<file path="config.mk">
export PLATFORM = sky130hd
export DESIGN_NAME = sss_spread_counter
export DESIGN_NICKNAME = d
export VERILOG_FILES = /design/src/sss_pkg.sv /design/src/sss_spread_counter.sv /design/src/sss_random_range.sv
export SDC_FILE = /design/constraint.sdc
export NUM_CORES = 1
export LEC_CHECK = 0
export BUFFER_PORTS_ARGS = -buffer_cell sky130_fd_sc_hd__buf_2
export CAP_MARGIN = 10
export CORE_ASPECT_RATIO = 1.2
export CORE_MARGIN = 10
export CORE_UTILIZATION = 25
export CTS_CLUSTER_SIZE = 24
export DETAILED_ROUTE_END_ITERATION = 8
export PLACE_DENSITY = 0.43
export SETUP_SLACK_MARGIN = 0.15
export SYNTH_ARGS = -nofsm -noshare
export SYNTH_HDL_FRONTEND = slang
export SYNTH_SLANG_ARGS = --single-unit
</file>
<file path="constraint.sdc">
create_clock -name sys_clk -period 3.6 [get_ports sys_clk]
set_input_delay 0.36 -clock sys_clk [delete_from_list [all_inputs] [get_ports sys_clk]]
set_output_delay 0.36 -clock sys_clk [all_outputs]
set_load 0.005 [all_outputs]
</file>
<file path="src/sss_pkg.sv">
// Package for the spread spectrum counter: register map, fields, types
// How it works
// Config writes are dropped unless both protect status bits are clear.
// Only the low 16 limit bits set the counter range.
// Bit 24 picks the mode: 0 triangular, 1 random.
// Triangular counter starts at minus limit on channel 0 enable, steps each period.
// After reaching plus limit, it reloads minus limit at the next period.
// Random mode loads a fresh random value each period.
// Random values are uniform over minus limit to plus limit inclusive.
// The limit field in bits 23:0 is stored; its low 16 bits set the symmetric counter range.
// Effective period is programmed period plus the signed counter value, clamped at zero.
package sss_pkg;
    localparam logic [7:0]  SSS_CONFIG_OFFSET  = 8'hA0;
    localparam logic [7:0]  SSS_STATUS_OFFSET  = 8'hA4;
    localparam logic [7:0]  SSS_PERIOD_OFFSET  = 8'hA8;
    localparam logic [7:0]  SSS_EFFECT_OFFSET  = 8'hAC;
    localparam int          SSS_LIMIT_LSB      = 0;
    localparam int          SSS_LIMIT_MSB      = 23;
    localparam int          SSS_MODE_BIT       = 24;
    localparam logic [31:0] SSS_CONFIG_RESET   = 32'h0000_0000;
    localparam logic [15:0] SSS_PERIOD_RESET   = 16'h0000;
    localparam logic [31:0] SSS_LFSR_SEED      = 32'hACE1_2D35;
    localparam logic [31:0] SSS_LFSR_TAPS      = 32'h8020_0003;
    localparam logic [31:0] SSS_UNMAPPED_VALUE = 32'h0000_0000;

    typedef struct packed {
        logic [7:0]  address;
        logic        read;
        logic        write;
        logic [31:0] writedata;
    } sss_bus_req_type;

    typedef struct packed {
        logic        waitrequest;
        logic [31:0] readdata;
    } sss_bus_rsp_type;
endpackage : sss_pkg

</file>
<file path="src/sss_spread_counter.sv">
// Spread spectrum counter with its Avalon-MM register slave
`timescale 1ns/1ns
`default_nettype none
module sss_spread_counter #(
    parameter int CNT_WIDTH = 16
) (
    input  wire logic                    sys_clk,
    input  wire logic                    reset_n,
    input  wire logic [7:0]              avs_address,
    input  wire logic                    avs_read,
    input  wire logic                    avs_write,
    input  wire logic [31:0]             avs_writedata,
    output var  logic [31:0]             avs_readdata,
    output var  logic                    avs_waitrequest,
    input  wire logic                    sw_protect_status_group3,
    input  wire logic                    hw_protect_status_group3,
    input  wire logic                    channel0_enable,
    input  wire logic                    period_tick,
    output var  logic signed [CNT_WIDTH:0] spread_count,
    output var  logic [CNT_WIDTH+1:0]    effective_period
);
    // The status word and the register layout are built for a 16-bit channel counter
    if (CNT_WIDTH != 16) begin : g_bad_width
        $error("sss_spread_counter: counter width must be 16");
    end

    typedef struct packed {
        logic [23:0]             spread_limit;
        logic                    spread_counter_mode;
        logic [CNT_WIDTH-1:0]    period;
        logic                    enabled;
        logic signed [CNT_WIDTH:0] count;
        logic [CNT_WIDTH+1:0]    effective;
        logic                    answered;
        logic [31:0]             readdata;
    } sss_state_type;

    sss_state_type            state;
    sss_state_type            next_state;
    sss_pkg::sss_bus_req_type req;
    logic [CNT_WIDTH-1:0]     lim;
    logic signed [CNT_WIDTH:0] neg_lim;
    logic signed [CNT_WIDTH:0] pos_lim;
    logic signed [CNT_WIDTH:0] rnd;
    logic                     take_rnd;
    logic                     config_open;

    assign req = '{address: avs_address, read: avs_read, write: avs_write,
                   writedata: avs_writedata};

    function automatic logic [31:0] read_mux(input sss_state_type s, input logic [7:0] a,
                                             input logic sw, input logic hw);
        case (a)
            sss_pkg::SSS_CONFIG_OFFSET: read_mux = {7'h00, s.spread_counter_mode, s.spread_limit};
            sss_pkg::SSS_STATUS_OFFSET: read_mux = {12'h000, s.enabled, hw, sw, s.count[CNT_WIDTH],
                                                    s.count[CNT_WIDTH-1:0]};
            sss_pkg::SSS_PERIOD_OFFSET: read_mux = {16'h0000, s.period};
            sss_pkg::SSS_EFFECT_OFFSET: read_mux = {14'h0000, s.effective};
            default:                    read_mux = sss_pkg::SSS_UNMAPPED_VALUE;
        endcase
    endfunction : read_mux

    // Limit beyond the counter width is ignored
    assign lim      = state.spread_limit[CNT_WIDTH-1:0];
    assign neg_lim  = -$signed({1'b0, lim});
    assign pos_lim  = $signed({1'b0, lim});
    assign take_rnd = period_tick && state.enabled && state.spread_counter_mode;
    assign config_open = !sw_protect_status_group3 && !hw_protect_status_group3;

    sss_random_range #(
        .WIDTH (CNT_WIDTH)
    ) u_random (
        .sys_clk (sys_clk),
        .reset_n (reset_n),
        .limit   (lim),
        .take    (take_rnd),
        .value   (rnd)
    );

    always_comb begin
        next_state = state;
        // One wait cycle per access, so readdata comes from a flop
        next_state.answered = (req.read || req.write) && !state.answered;
        if ((req.read || req.write) && !state.answered) begin
            next_state.readdata = req.read ? read_mux(state, req.address,
                                    sw_protect_status_group3, hw_protect_status_group3) : '0;
            if (req.write && req.address == sss_pkg::SSS_CONFIG_OFFSET && config_open) begin
                next_state.spread_limit        = req.writedata[sss_pkg::SSS_LIMIT_MSB:
                                                                sss_pkg::SSS_LIMIT_LSB];
                next_state.spread_counter_mode = req.writedata[sss_pkg::SSS_MODE_BIT];
            end
            if (req.write && req.address == sss_pkg::SSS_PERIOD_OFFSET) begin
                next_state.period = req.writedata[CNT_WIDTH-1:0];
            end
        end
        next_state.enabled = channel0_enable;
        // Parked at minus limit while off, so a restart always begins there
        if (!channel0_enable) begin
            next_state.count = neg_lim;
        end else if (!state.enabled) begin
            next_state.count = neg_lim;
        end else if (period_tick) begin
            if (state.spread_counter_mode) begin
                next_state.count = rnd;
            end else if (state.count >= pos_lim) begin
                next_state.count = neg_lim;
            end else begin
                next_state.count = state.count + 1'b1;
            end
        end
        // Sign-extended add; a negative result clamps to zero
        next_state.effective = ($signed({2'b00, state.period}) + state.count < 0) ? '0 :
            (CNT_WIDTH+2)'($signed({2'b00, state.period}) + state.count);
    end

    always_ff @(posedge sys_clk) begin
        if (!reset_n) begin
            state.spread_limit        <= sss_pkg::SSS_CONFIG_RESET[23:0];
            state.spread_counter_mode <= sss_pkg::SSS_CONFIG_RESET[sss_pkg::SSS_MODE_BIT];
            state.period              <= sss_pkg::SSS_PERIOD_RESET;
            state.enabled             <= 1'b0;
            state.count               <= '0;
            state.effective           <= '0;
            state.answered            <= 1'b0;
            state.readdata            <= '0;
        end else begin
            state <= next_state;
        end
    end

    assign avs_waitrequest  = (avs_read || avs_write) && !state.answered;
    assign avs_readdata     = state.readdata;
    assign spread_count     = state.count;
    assign effective_period = state.effective;
endmodule : sss_spread_counter
`default_nettype wire

</file>
<file path="src/sss_random_range.sv">
// Uniform random draw over an inclusive signed range by rejection sampling
`timescale 1ns/1ns
`default_nettype none
module sss_random_range #(
    parameter int WIDTH = 16
) (
    input  wire logic               sys_clk,
    input  wire logic               reset_n,
    input  wire logic [WIDTH-1:0]   limit,
    input  wire logic               take,
    output var  logic signed [WIDTH:0] value
);
    // The draw is cut from the 32-bit shift register, so the width must leave room in it
    if (WIDTH < 2 || WIDTH > 30) begin : g_bad_width
        $error("sss_random_range: WIDTH out of range");
    end

    typedef struct packed {
        logic [31:0]        lfsr;
        logic signed [WIDTH:0] value;
    } sss_rng_state_type;

    sss_rng_state_type state;
    sss_rng_state_type next_state;
    logic [WIDTH:0]    span;
    logic [WIDTH:0]    mask;
    logic [WIDTH:0]    draw;

    // Rejection keeps the draw uniform; a value is always ready from the last accepted draw
    always_comb begin
        next_state = state;
        span = {limit, 1'b0};
        mask = span;
        for (int i = 0; i < WIDTH + 1; i++) begin
            mask = mask | (mask >> 1);
        end
        next_state.lfsr = state.lfsr[0] ? ((state.lfsr >> 1) ^ sss_pkg::SSS_LFSR_TAPS)
                                        : (state.lfsr >> 1);
        draw = state.lfsr[WIDTH:0] & mask;
        if (draw <= span && !take) begin
            // One extra bit keeps draws above the half range from reading as negative
            next_state.value = (WIDTH+1)'($signed({1'b0, draw}) - $signed({2'b00, limit}));
        end
    end

    always_ff @(posedge sys_clk) begin
        if (!reset_n) begin
            state.lfsr  <= sss_pkg::SSS_LFSR_SEED;
            state.value <= '0;
        end else begin
            state <= next_state;
        end
    end

    assign value = state.value;
endmodule : sss_random_range
`default_nettype wire

</file>
==> flow_summary.json <==
{
  "status": "finished clean",
  "cts.sinks": 152,
  "vias_per_cell": 4.86,
  "arrival_ns": 3.91,
  "gr-total-overflow": 0,
  "grt_pass1_wl_mm": 48.1,
  "p_sw_share_pct": 25.1,
  "p_leak_nw": 4.80,
  "area_delta_synth_final_pct": 21.3,
  "cts_tree": "yes",
  "synth_seq_cells": 152,
  "synth_cells": 1084,
  "final_util_pct": 30.9,
  "relSlewSlack_pct": 50.6,
  "die_h_um": 230,
  "critical_path_depth": 14,
  "r2r_setup_slack_ns": 0.02,
  "layout_min_cycle_time_ns": 3.58,
  "multi_input_area_um2": 5550,
  "critPathLaunchType": "register",
  "dr.pass1.iters": 4,
  "tightestPinTransition_ns": 0.740,
  "fin_nets": 1303,
  "yosys.cell_types.count": 68,
  "required_ns": 3.92,
  "synth_top_area_share_pct": 33.0,
  "r2r-start": "lim[15]$_SDFFE_PN0P_",
  "insertion_delay_ns": 0.46,
  "cpPeakStageDelay_ns": 0.57,
  "clk_path_buf_depth": 2,
  "rsz0062_at_grt": "true",
  "gp_congestion": 0.842,
  "cts_buffers": 17,
  "ys_seq_area_share_pct": 33.0,
  "dpl_cell_area_um2": 10400,
  "critPathCaptureType": "register",
  "drc_errors": 0,
  "clk_pin_slew_ns": 0.06,
  "drtIter0Drc": 421,
  "p_int_w": 0.00298,
  "synth_edf_count": 0,
  "rows": 76,
  "clockPowerShare_pct": 47.9,
  "skew_ns": 0.0125,
  "p_comb_share_pct": 8.2,
  "synth-main-ff-cell": "dfxtp_1",
  "initial_core_util_pct": 25.5,
  "drive_above_1_share_pct": 23.4,
  "hold_class": "input pin to register",
  "core_area_um2": 36100,
  "htree_levels": 4,
  "yosysWarningCount": 0,
  "dr_total_vias": 8104,
  "setup_viol": 0,
  "crit_end": "u_random.value[6]$_SDFFE_PN0P_",
  "slew_viol_final": 0,
  "rr_worst_depth": 14,
  "ant_nets": 0,
  "ir_worst_vdd_mv": 0.293,
  "antenna_found_initial": 0,
  "wl_per_cell_um": 18.9,
  "drv_cap": 0,
  "cp_slowest_cell": "or4_4",
  "syn_area_um2": 9210,
  "port_buffers": 101,
  "fp.dieW_um": 195,
  "r2r_end": "u_random.value[6]$_SDFFE_PN0P_",
  "hold_slack_ns": 0.142,
  "fmax_ghz": 0.279,
  "hold_violations": 0,
  "wirelength_mm": 31.5,
  "yosysTopAreaCell": "dfxtp_1",
  "fin_crit_sh_pct": 99.5,
  "io_pins": 116,
  "powerDensity_nw_per_um2": 356,
  "grt_pass1_vias": 8149,
  "grt_max_degree": 52,
  "path_cells": "or4_4 -> or2_4 -> nor4_4 -> and2b_2 -> ha_4 -> nand3_2 -> a21oi_2 -> o31ai_2 -> a2111oi_2 -> nor3_2 -> a31oi_4 -> buf_6 -> mux2i_1 -> nor2_1",
  "num_antenna_cells": 0,
  "ff_latch_area_um2": 3040,
  "postSynth.asyncResetShare_pct": 0,
  "p_seq_share_pct": 43.9,
  "die_area_um2": 45000,
  "stdcell_area_um2": 11200,
  "synth_area_leaders": "dfxtp_1, ha_1, buf_4, a21oi_1, nand2_1",
  "track_usage_pct": 13.7,
  "criticalPathCategory": "register to register",
  "critPathTopFamily": "simple AND/OR/NAND/NOR gates",
  "synth_area_per_cell_um2": 8.50,
  "hpwl_mm": 24.3,
  "fill_cells": 3813,
  "root_buffer": "clkbuf_16",
  "crit_buf_inv": 1,
  "power_switching_w": 0.000999,
  "cts-hold-fix-buffers": 0,
  "crit_fanout": 8,
  "crit_path_start": "lim[15]$_SDFFE_PN0P_"
}
[cell usage in the layout (no fill, tap or decap), drive strengths merged, types with 4 or more instances in the layout]
master  Yosys  routed
buf        71     193
dfxtp     152     152
nand2     112     112
nor2       87      87
a21oi      84      84
ha         65      65
nand3      41      41
o21ai      41      41
inv        35      38
mux2i      37      37
and2       30      30
xnor2      29      29
nand2b     27      27
nor3       23      23
clkbuf     44      20
xor2       18      18
mux4       16      16
nand4      13      13
a21o       12      12
a22oi      11      11
nor2b      10      10
o21a        9       9
o311ai      9       9
a31oi       9       9
and3        8       8
a211oi      8       8
conb        1       8
nor4        7       7
o22ai       6       6
o211ai      6       6
or2         5       5
o31ai       5       5
o31a        4       4
and4        4       4
nor3b       4       4
a21boi      4       4
[repair_timing]
item | 4_1_cts | 5_1_grt
buffers inserted | 0 | 3
hold endpoints to repair | 0 | 0
endpoints found under the setup margin | 17 | 18
gates cloned | 1 | 0
gates resized for setup | 14 | 27
pin swaps | 5 | 18
[layout make-up]
class	count	share of cell area, %
repair buffers	193	11.2
well taps	468	5.24
clock inverters	10	1.29
inverters	37	1.24
flip-flops and latches	152	27.2
multi-input cells	787	49.7
clock buffers	20	4.09
[worst min path at each step]
stage / from / endpoint / slack [ns] / cells past startpoint
2_1_floorplan: u_random.state[34]$_SDFF_PN0_ / u_random.state[33]$_SDFF_PN1_ / 0.39 / 1
3_3_place_gp: u_random.state[40]$_SDFF_PN1_ / u_random.state[39]$_SDFF_PN1_ / 0.39 / 1
3_5_place_dp: u_random.state[45]$_SDFF_PN0_ / u_random.state[44]$_SDFF_PN1_ / 0.40 / 1
4_1_cts: avs_writedata[16] / state[102]$_SDFFE_PN0P_ / 0.12 / 3
5_1_grt: avs_writedata[16] / state[102]$_SDFFE_PN0P_ / 0.15 / 3
6_report: avs_writedata[16] / state[102]$_SDFFE_PN0P_ / 0.14 / 3
[state kept, by name, indices dropped and copies added, names as in the netlist]
| register | flops |
|---|---|
| avs_readdata | 25 |
| effective_period | 18 |
| lim | 16 |
| spread_count | 17 |
| state | 27 |
| u_random.state | 32 |
| u_random.value | 17 |
[metal layers]
layer  part of all wire [%]  vias up  track usage [%]
met4                    2.0        0             4.63
met1                     43     3908             16.0
met3                    4.3       34             2.79
met5                      0        -                0
met2                     51      190             24.1
li1                       -     3972                -
[through the flow]
step                std cells  total power (W)  TNS (ns)  setup WS [ns]
floorplan                1091          0.00198         0          0.173
global placement         1633          0.00211   -0.0587        -0.0389
detailed placement       1633          0.00211    -0.107        -0.0608
CTS                      1664          0.00402         0       0.000449
global route             1667          0.00412     -1.72         -0.149
finish                   1667          0.00398         0         0.0177
[logic make-up (layout without fill, tap and decap cells)]
kind of cell | after synthesis | after routing | synth area share (%)
AOI/OAI and AO/OA | 227 | 227 | 15.6
other | 1 | 8 | 0.0407
DFF | 152 | 152 | 33.0
and+or+nand+nor | 382 | 382 | 20.3
muxes | 56 | 56 | 8.30
adders and majority gates | 67 | 67 | 9.26
buffers and inverters | 152 | 260 | 9.00
xor gates and xnor gates | 47 | 47 | 4.47
[worst register-to-register path, cell delays in order (launching register included)]
cell and delay [ns]:
dfxtp_2 0.32, or4_4 0.57, or2_4 0.31, nor4_4 0.25, and2b_2 0.31, ha_4 0.28, nand3_2 0.09, a21oi_2 0.13
o31ai_2 0.08, a2111oi_2 0.39, nor3_2 0.10, a31oi_4 0.21, buf_6 0.18, mux2i_1 0.19, nor2_1 0.05
[cell usage after synthesis (5+ instances only)]
master and instances:
buf_4 67, o22ai_1 6, inv_1 35, xor2_1 18, mux4_2 16, clkbuf_1 44, nand2_1 111, dfxtp_1 152
xnor2_1 29, nor4_1 6, nand2b_1 27, a31oi_1 8, o21a_1 9, o211ai_1 6, nor3_1 23, o311ai_0 9
mux2i_1 37, nor2b_1 10, a21oi_1 84, nor2_1 87, ha_1 65, a211oi_1 8, a21o_1 12, nand3_1 41
o31ai_1 5, nand4_1 12, a22oi_1 11, and2_1 30, and3_1 8, o21ai_0 40
[power groups by stage]
stage / Clock, W / Sequential, W / Combinational [W]
floorplan: 0 / 0.00177 / 0.000206
global placement: 0 / 0.00179 / 0.000322
detailed placement: 0 / 0.00178 / 0.000323
CTS: 0.00195 / 0.00175 / 0.000327
global route: 0.00201 / 0.00175 / 0.000358
finish: 0.00191 / 0.00175 / 0.000327
(Power assumes the default switching activity.)
